### config.mk
export PLATFORM = sky130hd
export DESIGN_NAME = chip_select_area_decoder
export DESIGN_NICKNAME = d
export VERILOG_FILES = /design/src/cs_decoder_pkg.sv /design/src/area_match.sv /design/src/chip_select_area_decoder.sv
export VERILOG_INCLUDE_DIRS = /design/src
export SDC_FILE = /design/constraint.sdc
export NUM_CORES = 1
export LEC_CHECK = 0
export BUFFER_PORTS_ARGS = -buffer_cell sky130_fd_sc_hd__buf_4
export CAP_MARGIN = 20
export CORE_MARGIN = 1.5
export CORE_UTILIZATION = 57
export DETAILED_ROUTE_END_ITERATION = 10
export GPL_TIMING_DRIVEN = 0
export PLACE_DENSITY = 0.8
export RECOVER_POWER = 50
export SLEW_MARGIN = 25
export SYNTH_ARGS = -nofsm -noshare
export SYNTH_HDL_FRONTEND = slang
export SYNTH_HIERARCHICAL = 1
export SYNTH_SLANG_ARGS = --single-unit
### constraint.sdc
create_clock -name clk -period 4.05 [get_ports clk]
set_clock_uncertainty 0.15 [all_clocks]
set_input_delay 0 -clock clk [delete_from_list [all_inputs] [get_ports clk]]
set_output_delay 0 -clock clk [all_outputs]
set_load 0.01 [all_outputs]
### src/cs_decoder_defs.svh
// Purpose: Named constants of the chip-select area decoder
// Assumes: Included by bare name
// Notes: Register indices are word indices; byte address is four times the index
`ifndef CS_DECODER_DEFS_SVH
`define CS_DECODER_DEFS_SVH

// ----------------------------------------
// Register indices
// ----------------------------------------
`define IDX_AREA0_START 8'hc8
`define IDX_AREA0_MASK 8'hc9
`define IDX_AREA1_START 8'hca
`define IDX_AREA1_MASK 8'hcb
`define IDX_AREA2_START 8'hcc
`define IDX_AREA2_MASK 8'hcd
`define IDX_AREA3_START 8'hce
`define IDX_AREA3_MASK 8'hcf
`define IDX_BUS_CTL_FIRST 8'hc0
`define IDX_DEFAULT_CTL 8'hc4
`define IDX_PORT6_FUNC 8'hc5
`define IDX_PORT6_DATA 8'hc6
`define IDX_STATUS 8'hc7
`define IDX_LSB 2
`define IDX_MSB 9

// ----------------------------------------
// Reset values
// ----------------------------------------
`define AREA_REG_RST 8'hff
`define CTL_RST_OFF 8'h00
`define CTL_RST_AREA2 8'h80
`define PORT6_FUNC_RST 4'h0
`define PORT6_DATA_RST 4'hf

// ----------------------------------------
// Bus control fields
// ----------------------------------------
`define CTL_EN_BIT 7
`define CTL_WAVE_BIT 4
`define CTL_WIDTH_BIT 3
`define CTL_WAITPIN_BIT 2
`define CTL_WAIT_HI 1
`define CTL_WAIT_LO 0

// ----------------------------------------
// Address fields
// ----------------------------------------
`define BASE_HI 23
`define BASE_LO 16
`define AREA_DEFAULT 3'h4

`endif

### src/cs_decoder_pkg.sv
// Purpose: Types of the chip-select area decoder
// Assumes: Nothing
// Notes: Codes written out
package cs_decoder_pkg;

   typedef enum logic [1:0] {
      ST_IDLE = 2'b00,
      ST_LEAD = 2'b01,
      ST_ACCESS = 2'b10
   } cycle_state_t;

   typedef enum logic [1:0] {
      KIND_AREA0 = 2'b00,
      KIND_AREA1 = 2'b01,
      KIND_WIDE = 2'b10
   } mask_kind_t;

endpackage

### src/area_match.sv
// Purpose: One area comparator: start and mask against the bus address
// Assumes: Address is 24 bits
// Notes: Purely combinational
`timescale 1ns/10ps
`default_nettype none
`include "cs_decoder_defs.svh"

module area_match
   import cs_decoder_pkg::*;
#(
   parameter mask_kind_t KIND = KIND_WIDE
) (
   input wire logic [23:0] addr,
   input wire logic [7:0] start_val,
   input wire logic [7:0] mask_val,
   input wire logic enable,
   output logic hit
);

   logic [23:0] ignore;
   logic [23:0] base;

   // ----------------------------------------
   // Mask expansion
   // ----------------------------------------
   always_comb begin
      ignore = 24'h000000;
      case (KIND)
         KIND_AREA0: begin
            ignore[20:15] = mask_val[7:2];
            ignore[14:9] = {6{mask_val[1]}};
            ignore[8] = mask_val[0];
            ignore[7:0] = 8'hff;
         end
         KIND_AREA1: begin
            ignore[21:16] = mask_val[7:2];
            ignore[15:9] = {7{mask_val[1]}};
            ignore[8] = mask_val[0];
            ignore[7:0] = 8'hff;
         end
         default: begin
            ignore[22:15] = mask_val;
            ignore[14:0] = 15'h7fff;
         end
      endcase
   end

   // ----------------------------------------
   // Compare
   // ----------------------------------------
   assign base = {start_val, 16'h0000};
   // Bits above the maskable range always compare
   assign hit = enable && (((addr ^ base) & ~ignore) == 24'h000000);

endmodule // area_match

`default_nettype wire

### src/chip_select_area_decoder.sv
// Purpose: Chip-select and wait controller for four address areas
// Assumes: APB slave on clk; CPU cycle request on clk
// Notes: Zero-wait APB; selects and pins registered
//
// Local design decision: the APB slave port.
`timescale 1ns/10ps
`default_nettype none
`include "cs_decoder_defs.svh"

module chip_select_area_decoder
   import cs_decoder_pkg::*;
#(
   parameter int PADDR_WIDTH = 12
) (
   input wire logic clk,
   input wire logic sys_rst,
   input wire logic psel,
   input wire logic penable,
   input wire logic pwrite,
   input wire logic [PADDR_WIDTH-1:0] paddr,
   input wire logic [31:0] pwdata,
   input wire logic [3:0] pstrb,
   output logic [31:0] prdata,
   output logic pready,
   output logic pslverr,
   input wire logic cpu_cycle_req,
   input wire logic [23:0] cpu_addr,
   input wire logic wait_req_n,
   input wire logic bank_select_a_mmu_n,
   input wire logic bank_select_b_mmu_n,
   input wire logic bank_select_c_mmu_n,
   output logic [3:0] area_select_n,
   output logic [3:0] port6_pin,
   output logic bank_select_a_n,
   output logic bank_select_b_n,
   output logic bank_select_c_n,
   output logic cycle_bus_16bit,
   output logic cycle_busy,
   output logic cycle_done
);

   // ----------------------------------------
   // Elaboration check
   // ----------------------------------------
   if (PADDR_WIDTH < `IDX_MSB + 1) begin : g_bad_width
      $error("PADDR_WIDTH too small for register map");
   end

   // ----------------------------------------
   // Declarations
   // ----------------------------------------
   logic [7:0] start_reg [4];
   logic [7:0] start_next [4];
   logic [7:0] mask_reg [4];
   logic [7:0] mask_next [4];
   logic [7:0] ctl_reg [5];
   logic [7:0] ctl_next [5];
   logic [3:0] port6_func_reg;
   logic [3:0] port6_func_next;
   logic [3:0] port6_data_reg;
   logic [3:0] port6_data_next;
   logic [31:0] prdata_reg;
   logic [31:0] prdata_next;
   logic pready_reg;
   logic pready_next;
   logic pslverr_reg;
   logic pslverr_next;
   logic [3:0] hit;
   logic [2:0] area_pick;
   logic [7:0] idx;
   logic mapped;
   logic wr_en;
   logic [2:0] wait_sync_reg;
   logic wait_level_reg;
   logic wait_level_next;
   logic [2:0] bank_reg;
   cycle_state_t state_reg;
   cycle_state_t state_next;
   logic [1:0] wait_cnt_reg;
   logic [1:0] wait_cnt_next;
   logic [2:0] cur_area_reg;
   logic [2:0] cur_area_next;
   logic [7:0] cur_ctl_reg;
   logic [7:0] cur_ctl_next;
   logic [3:0] sel_n_reg;
   logic [3:0] sel_n_next;
   logic [3:0] pin_reg;
   logic [3:0] pin_next;
   logic width_reg;
   logic width_next;
   logic busy_reg;
   logic busy_next;
   logic done_reg;
   logic done_next;
   logic [2:0] last_area_reg;
   logic [2:0] last_area_next;

   // ----------------------------------------
   // Area comparators
   // ----------------------------------------
   genvar gi;
   for (gi = 0; gi < 4; gi++) begin : g_area
      localparam mask_kind_t KIND = (gi == 0) ? KIND_AREA0 : ((gi == 1) ? KIND_AREA1 : KIND_WIDE);
      area_match #(
         .KIND(KIND)
      ) u_match (
         .addr(cpu_addr),
         .start_val(start_reg[gi]),
         .mask_val(mask_reg[gi]),
         .enable(ctl_reg[gi][`CTL_EN_BIT]),
         .hit(hit[gi])
      );
   end

   // Lowest area number wins on overlap
   always_comb begin
      if (hit[0]) begin
         area_pick = 3'h0;
      end else if (hit[1]) begin
         area_pick = 3'h1;
      end else if (hit[2]) begin
         area_pick = 3'h2;
      end else if (hit[3]) begin
         area_pick = 3'h3;
      end else begin
         area_pick = `AREA_DEFAULT;
      end
   end

   // ----------------------------------------
   // Register file and APB
   // ----------------------------------------
   assign idx = paddr[`IDX_MSB:`IDX_LSB];
   assign wr_en = psel && penable && pready_reg && pwrite && pstrb[0];

   always_comb begin
      mapped = 1'b0;
      prdata_next = 32'h00000000;
      for (int n = 0; n < 4; n++) begin
         if (idx == (`IDX_AREA0_START + 8'(2 * n))) begin
            mapped = 1'b1;
            prdata_next[7:0] = start_reg[n];
         end
         if (idx == (`IDX_AREA0_MASK + 8'(2 * n))) begin
            mapped = 1'b1;
            prdata_next[7:0] = mask_reg[n];
         end
      end
      for (int n = 0; n < 5; n++) begin
         if (idx == (`IDX_BUS_CTL_FIRST + 8'(n))) begin
            mapped = 1'b1;
            prdata_next[7:0] = ctl_reg[n];
         end
      end
      if (idx == `IDX_PORT6_FUNC) begin
         mapped = 1'b1;
         prdata_next[3:0] = port6_func_reg;
      end
      if (idx == `IDX_PORT6_DATA) begin
         mapped = 1'b1;
         prdata_next[3:0] = port6_data_reg;
      end
      if (idx == `IDX_STATUS) begin
         mapped = 1'b1;
         prdata_next[3:0] = {busy_reg, last_area_reg};
      end
      if (paddr[`IDX_LSB-1:0] != 2'b00) begin
         mapped = 1'b0;
      end
      if (paddr[PADDR_WIDTH-1:`IDX_LSB] != (PADDR_WIDTH - `IDX_LSB)'(idx)) begin
         mapped = 1'b0;
      end
      if (!mapped || pwrite) begin
         prdata_next = 32'h00000000;
      end
      pready_next = psel && !penable;
      pslverr_next = psel && !penable && !mapped;
      if (!(psel && !penable)) begin
         prdata_next = prdata_reg;
         pslverr_next = 1'b0;
      end
      start_next = start_reg;
      mask_next = mask_reg;
      ctl_next = ctl_reg;
      port6_func_next = port6_func_reg;
      port6_data_next = port6_data_reg;
      if (wr_en && !pslverr_reg) begin
         for (int n = 0; n < 4; n++) begin
            if (idx == (`IDX_AREA0_START + 8'(2 * n))) begin
               start_next[n] = pwdata[7:0];
            end
            if (idx == (`IDX_AREA0_MASK + 8'(2 * n))) begin
               mask_next[n] = pwdata[7:0];
            end
         end
         for (int n = 0; n < 5; n++) begin
            if (idx == (`IDX_BUS_CTL_FIRST + 8'(n))) begin
               ctl_next[n] = pwdata[7:0];
            end
         end
         if (idx == `IDX_PORT6_FUNC) begin
            port6_func_next = pwdata[3:0];
         end
         if (idx == `IDX_PORT6_DATA) begin
            port6_data_next = pwdata[3:0];
         end
      end
   end

   always_ff @(posedge clk) begin
      if (sys_rst) begin
         for (int n = 0; n < 4; n++) begin
            start_reg[n] <= `AREA_REG_RST;
            mask_reg[n] <= `AREA_REG_RST;
         end
         for (int n = 0; n < 5; n++) begin
            ctl_reg[n] <= (n == 2) ? `CTL_RST_AREA2 : `CTL_RST_OFF;
         end
         port6_func_reg <= `PORT6_FUNC_RST;
         port6_data_reg <= `PORT6_DATA_RST;
         prdata_reg <= 32'h00000000;
         pready_reg <= 1'b0;
         pslverr_reg <= 1'b0;
      end else begin
         start_reg <= start_next;
         mask_reg <= mask_next;
         ctl_reg <= ctl_next;
         port6_func_reg <= port6_func_next;
         port6_data_reg <= port6_data_next;
         prdata_reg <= prdata_next;
         pready_reg <= pready_next;
         pslverr_reg <= pslverr_next;
      end
   end

   // ----------------------------------------
   // Wait request synchroniser and bank selects
   // ----------------------------------------
   always_comb begin
      wait_level_next = wait_level_reg;
      if (wait_sync_reg[1] == wait_sync_reg[2]) begin
         wait_level_next = wait_sync_reg[2];
      end
   end

   always_ff @(posedge clk) begin
      if (sys_rst) begin
         wait_sync_reg <= 3'b111;
         wait_level_reg <= 1'b1;
         bank_reg <= 3'b111;
      end else begin
         wait_sync_reg <= {wait_sync_reg[1:0], wait_req_n};
         wait_level_reg <= wait_level_next;
         bank_reg <= {bank_select_c_mmu_n, bank_select_b_mmu_n, bank_select_a_mmu_n};
      end
   end

   // ----------------------------------------
   // Bus cycle sequencer
   // ----------------------------------------
   always_comb begin
      state_next = state_reg;
      wait_cnt_next = wait_cnt_reg;
      cur_area_next = cur_area_reg;
      cur_ctl_next = cur_ctl_reg;
      sel_n_next = sel_n_reg;
      width_next = width_reg;
      busy_next = busy_reg;
      done_next = 1'b0;
      last_area_next = last_area_reg;
      case (state_reg)
         ST_IDLE: begin
            if (cpu_cycle_req) begin
               cur_area_next = area_pick;
               cur_ctl_next = ctl_reg[area_pick];
               wait_cnt_next = ctl_reg[area_pick][`CTL_WAIT_HI:`CTL_WAIT_LO];
               width_next = ctl_reg[area_pick][`CTL_WIDTH_BIT];
               last_area_next = area_pick;
               busy_next = 1'b1;
               if (ctl_reg[area_pick][`CTL_WAVE_BIT]) begin
                  state_next = ST_LEAD;
               end else begin
                  state_next = ST_ACCESS;
                  if (area_pick != `AREA_DEFAULT) begin
                     sel_n_next[area_pick[1:0]] = 1'b0;
                  end
               end
            end
         end
         ST_LEAD: begin
            state_next = ST_ACCESS;
            if (cur_area_reg != `AREA_DEFAULT) begin
               sel_n_next[cur_area_reg[1:0]] = 1'b0;
            end
         end
         ST_ACCESS: begin
            if (wait_cnt_reg != 2'b00) begin
               wait_cnt_next = wait_cnt_reg - 2'b01;
            end else if (!(cur_ctl_reg[`CTL_WAITPIN_BIT] && !wait_level_next)) begin
               state_next = ST_IDLE;
               sel_n_next = 4'hf;
               busy_next = 1'b0;
               done_next = 1'b1;
            end
         end
         default: begin
            state_next = ST_IDLE;
            sel_n_next = 4'hf;
            busy_next = 1'b0;
         end
      endcase
      for (int n = 0; n < 4; n++) begin
         pin_next[n] = port6_func_reg[n] ? sel_n_next[n] : port6_data_reg[n];
      end
   end

   always_ff @(posedge clk) begin
      if (sys_rst) begin
         state_reg <= ST_IDLE;
         wait_cnt_reg <= 2'b00;
         cur_area_reg <= `AREA_DEFAULT;
         cur_ctl_reg <= `CTL_RST_OFF;
         sel_n_reg <= 4'hf;
         pin_reg <= `PORT6_DATA_RST;
         width_reg <= 1'b0;
         busy_reg <= 1'b0;
         done_reg <= 1'b0;
         last_area_reg <= `AREA_DEFAULT;
      end else begin
         state_reg <= state_next;
         wait_cnt_reg <= wait_cnt_next;
         cur_area_reg <= cur_area_next;
         cur_ctl_reg <= cur_ctl_next;
         sel_n_reg <= sel_n_next;
         pin_reg <= pin_next;
         width_reg <= width_next;
         busy_reg <= busy_next;
         done_reg <= done_next;
         last_area_reg <= last_area_next;
      end
   end

   // ----------------------------------------
   // Outputs
   // ----------------------------------------
   assign prdata = prdata_reg;
   assign pready = pready_reg;
   assign pslverr = pslverr_reg;
   assign area_select_n = sel_n_reg;
   assign port6_pin = pin_reg;
   assign bank_select_a_n = bank_reg[0];
   assign bank_select_b_n = bank_reg[1];
   assign bank_select_c_n = bank_reg[2];
   assign cycle_bus_16bit = width_reg;
   assign cycle_busy = busy_reg;
   assign cycle_done = done_reg;

endmodule // chip_select_area_decoder

`default_nettype wire

### Word-level counts from Yosys, hierarchy flattened

Index checks and enable logic that the tools add are counted.

* output and inout bits: 48
* flip-flop bits (word level): 174
* logic and storage cells: 201
* bits of input ports: 82

* add/subtract/negate cells: 1
* reduce and logical (&&, ||, !) cells: 49
* bitwise operators: 20
* muxes and demuxes: 71
* $lt $le $gt $ge: 5
* equality and inequality tests: 25

Operators with widths (number)
* equality test 8 bit, second input constant: 16
* 2-to-1 mux 8 bit: 14
* AND 24 bit: 4
* zero test 24 bit: 4
* bitwise XOR 24 bit: 4
* NOT 23 -> 24 bit: 2
* 2-to-1 mux 4 bit: 9
* AND reduction 2 bit: 16
* 2-to-1 mux 1 bit: 29
* binary-select mux 8 bit (select 3 bit): 1
* NOT 21 -> 24 bit: 1
* NOT 22 -> 24 bit: 1
* logical AND 1 bit: 14
* 2-to-1 mux 2 bit: 6
* 2-to-1 mux 3 bit: 4
* one-hot mux 4 bit (3 select lines): 1
* 2-to-1 mux 5 bit: 2
* AND 4 bit: 2
* != test 2 bit, second input constant: 4
* NOT 4 bit: 2
* nonzero test 2 bit: 4
* less-than comparator 2 x 3 -> 1 bit, second input constant: 2
* != test 3 bit, second input constant: 2
* one-hot mux 2 bit (3 select lines): 1
* 18 further kinds: 26

### Logic depth before layout (Yosys ltp)

* depth in word-level cells: 22
* gate-level depth with buffers: 10
* mapped depth without buffers: 9

### By module

Netlist, hierarchy kept.

Modules (own cells, without submodules)
* chip_select_area_decoder: instances 1, sequential area each 2962.8 um^2, cells each 853, area an instance 7478.4 um^2
* area_match at g_area[2].u_match ...: instances 2, sequential area each 0.0 um^2, cells each 14, area an instance 116.4 um^2
* area_match at g_area[0].u_match: instances 1, sequential area each 0.0 um^2, cells each 19, area an instance 141.4 um^2
* area_match at g_area[1].u_match: instances 1, sequential area each 0.0 um^2, cells each 18, area an instance 133.9 um^2

### Least setup slack after synthesis

OpenSTA, ideal clock, no wires.

* path kind: register to register
* from: register start_reg[16] (netlist bit)
* to: register pin_reg[3] (netlist: port6_pin[3])
* path slack: 1.217 ns
* required time: 3.780 ns
* cell stages (with the launch flop): 10
* library setup time: 0.120 ns
* path buffers: 0
* arrival time: 2.563 ns
* period minus slack after synthesis: 2.833 ns
* cell sequence: dfxtp_1 xnor2_1 o22ai_1 or4_1 nor4_2 nor2b_1 a32oi_1 a21oi_1 a211oi_1 a211o_1

* longest elaborated chain between the ends: 17
* elaborated cells on any way between the ends: 23
* classes of those cells: order compare: 2; eq/ne: 1; mux: 12; bitwise: 5; reduce/logical: 3

RTL lines
* start, declared: RTL line chip_select_area_decoder.sv:52 `logic [7:0] start_reg [4];`
* start signal, assigned by index: RTL line chip_select_area_decoder.sv:213 `` start_reg[n] <= `AREA_REG_RST; ``
* start signal, assigned: RTL line chip_select_area_decoder.sv:225 `start_reg <= start_next;`
* bitwise XOR 24 bit *: RTL line area_match.sv:53 `assign hit = enable && (((addr ^ base) & ~ignore) == 24'h000000);`
* AND 24 bit *: RTL line area_match.sv:53
* zero test 24 bit *: RTL line area_match.sv:53
* logical AND 1 bit *: RTL line area_match.sv:53
* named net hit[1]: RTL line chip_select_area_decoder.sv:68 `logic [3:0] hit;`
* 2-to-1 mux 3 bit *: RTL line chip_select_area_decoder.sv:119 `end else if (hit[1]) begin`
* 2-to-1 mux 3 bit *: RTL line chip_select_area_decoder.sv:117 `if (hit[0]) begin`
* less-than comparator 2 x 3 -> 1 bit (implied by the code) or >= comparator 2 x 1 -> 1 bit (tied branches): RTL line chip_select_area_decoder.sv:285 `sel_n_next[area_pick[1:0]] = 1'b0;`
* [... 2 more ...]
* demux 1 bit (select 2 bit): RTL line chip_select_area_decoder.sv:285
* NOT 4 bit (no source line)
* AND 4 bit (no source line)
* 2-to-1 mux 4 bit: RTL line chip_select_area_decoder.sv:284 `` if (area_pick != `AREA_DEFAULT) begin ``
* 2-to-1 mux 4 bit *: RTL line chip_select_area_decoder.sv:280 `` if (ctl_reg[area_pick][`CTL_WAVE_BIT]) begin ``
* 2-to-1 mux 4 bit *: RTL line chip_select_area_decoder.sv:273 `if (cpu_cycle_req) begin`
* one-hot mux 4 bit (3 select lines) *: RTL line chip_select_area_decoder.sv:271 `case (state_reg)`
* 2-to-1 mux 1 bit *: RTL line chip_select_area_decoder.sv:313 `pin_next[n] = port6_func_reg[n] ? sel_n_next[n] : port6_data_reg[n];`
* end signal, assigned: RTL line chip_select_area_decoder.sv:324 `` pin_reg <= `PORT6_DATA_RST; ``
* end signal, assigned: RTL line chip_select_area_decoder.sv:335 `pin_reg <= pin_next;`
* end, declared: RTL line chip_select_area_decoder.sv:87 `logic [3:0] pin_reg;`

Mark *: on every way through the listed nets, which the timed path passes. The rest lies on a longest branch. The select of a mux whose other input is x is not followed.
A chain may end at the register's enable or synchronous reset.

### Worst setup path after layout

Same ends and word-level chain as after synthesis.

==> metrics.txt <==
NetSw=925 uW; post-route cell area=9470 um2; HPWL after detailed placement=20,900 um; slowest stage cell, crit path=nor4_2; drt initial violations=1,159; nets@finish=1,133; die area=14,700 um2; Worst EP arrival=4010 ps; sequential fraction of the synthesis area=0.371; Antenna diodes=0; drt drc=0; vias in the first global route=7,178; clock share of power=0.466; Max rail drop VDD=0.000326 V; Peak Freq=264 MHz; Post-CTS Hold Buffers=22; CTS buffer count=17; Port-buffer cells=68; layout cell share with drive strength beyond 1=0.149; Max-slew headroom=-0.240; Tot GR Track Use=0.407; initial core utilization=0.580; Area Overhead vs Synth=18.5%; Root Driver=clkbuf_16; Cell Pwr Density=372 nW/um2; number of endpoints failing setup at the final stage=0; initial antenna violation count=0; Setup crit start kind=register; DP Area=8810 um2; FF-to-FF End=port6_pin[3]; CP top delay family=simple AND/OR/NAND/NOR gates; Yosys warnings=6; Synth async-reset ratio=0; Final Max Tran Viols=29; RSZ-0062 raised after global routing=no; period utilization=0.935; Setup Fix Bufs, Post-CTS=0; Setup crit end=port6_pin[3]; status=finished with violations; Syn Std Cell Area=7990 um2; via count=7,903; Worst Hold Path Cells=5; Final min period=3790 ps; Hold Crit Start=paddr[8]; largest net degree at the start of global routing=17; CP bufs+invs=0; internal cell power=2.59 mW; final hold viol count=1; WL final=29,300 um; post-route setup TNS=0 ps; Die Ht=121 um; Antenna Nets Post-Route=0; FP Rows=43; Critical R2R Launch=start_reg[16]; max incr delay on CP=830 ps; Worst setup EP type=register; core area=13,800 um2; R2R depth=9; Syn Inst Count=918; final hold slack=-10.5 ps; Reg clk slew, reported paths=70 ps; Fillers=1,192; maxcap violations=3; Max clock buf depth=2; Gate power share=0.113; vias per cell=6.36; # clock sinks=148; Synth Register Bits=148; CP cell instances=xnor2_1 > o22ai_1 > or4_1 > nor4_2 > nor2_1 > a32oi_1 > a21oi_1 > a211oi_1 > a211o_1; Resize count post-CTS=0; crit path max fanout=8; post-synth cell types=84; I/O pin count=130; H-tree lvl count=4; failing checks=negative hold slack, max-capacitance violations, max-slew violations; die width=121 um; Avg Cell Area, Syn=8.70 um2; sequential share of power=0.421; GRT overflow=0; TritonCTS clock tree=yes; Critical Path RT=4270 ps; clk_lat worst skew=430 ps; EDFF count, synth=0; Worst R2R Setup Slack=260 ps; Pleak=3.92 nW; Least-Margin Pin Slew=1850 ps; Worst setup startpoint=start_reg[16]; Crit. path cell count=9; max reg flops=40; ys flop type=dfxtp_1; Sw Share=0.263; drt pass-1 iters=6; first-pass GRT wire length=43,900 um; Worst Hold Class=in -> reg; Tot Pwr=3.52 mW; Layout Utilization=0.687; Worst Path Class, Setup=reg -> reg; RD Place Congestion=1.04; drt wl/cell=23.6 um
-- layout make-up --
type                       instances  area (um2)  area share
buffer                            86         468      0.0494
clock inverter                    13         174      0.0184
timing repair buffer              90         641      0.0677
sequential                       148        2960       0.313
inverter                          25        93.8     0.00991
tap                              180         225      0.0238
clock buffer                      18         429      0.0453
multi-input combinational        682        4470       0.472
-- cell usage in the layout, fill, tap and decap left out, drive strengths merged, types with 14 or more instances in the layout --
cell,n
nor3,19
xnor2,27
nand2,117
dlygate4sd3,22
mux2i,104
dfxtp,148
nor4,14
inv,28
o22ai,18
nand2b,14
o21ai,33
conb,24
clkbuf,82
nor2,78
a21oi,30
nand3,28
buf,90
-- power groups by stage --
stage	Clock [mW]	Sequential (mW)	Combinational (mW)
finish	1.64	1.48	0.399
detailed placement	0	1.51	0.373
floorplan	0	1.51	0.218
global placement	0	1.51	0.373
CTS	1.64	1.48	0.391
global route	1.71	1.48	0.417
-- through the flow --
step	hold WS [ps]	setup WS, ps	std cells
6_report	-10.5	263	1242
2_1_floorplan	-46.2	1220	941
5_1_grt	39.3	137	1242
3_3_place_gp	34.4	410	1189
3_5_place_dp	36.7	405	1189
4_1_cts	12.7	381	1242
-- metal layers --
layer	routed length [um]	vias to the layer above	GRT usage
met4	1060	0	0.157
met2	12400	562	0.595
met1	12400	3742	0.573
li1	-	3504	-
met5	0	-	0
met3	3500	95	0.102
-- cell families (layout without fill, tap and decap cells) --
kind of cell	Yosys count	in the layout	synth area share
compound gates	179	179	0.154
xor+xnor	32	32	0.0351
fa+ha+maj	2	2	0.00282
buf+inv	111	232	0.0730
flops	148	148	0.371
mux	116	116	0.151
other cells	1	24	0.000470
simple gates	329	329	0.212
-- worst min path at each step --
stage,end,slack [ps]
6_report,pslverr,-10
5_1_grt,pslverr,40
3_5_place_dp,bank_reg[0],40
2_1_floorplan,bank_reg[0],-50
4_1_cts,pslverr,10
3_3_place_gp,bank_reg[1],30
-- cell usage after synthesis, drive strengths merged, types with 14 or more instances --
cell,number,area share
nand2,117,0.055
dfxtp,148,0.37
o21ai,33,0.021
nand2b,14,0.011
buf,50,0.041
o22ai,18,0.014
nor4,14,0.015
inv,23,0.011
xnor2,27,0.030
nor2,78,0.038
a21oi,30,0.019
nand3,28,0.020
mux2i,104,0.13
nor3,19,0.016
clkbuf,36,0.021
-- worst min-delay path, delay by kind of cell --
family | cells | cell delay, ps
and+or+nand+nor | 3 | 250
buffers and inverters | 2 | 280
Note: power is estimated with default switching activity, not from simulation.
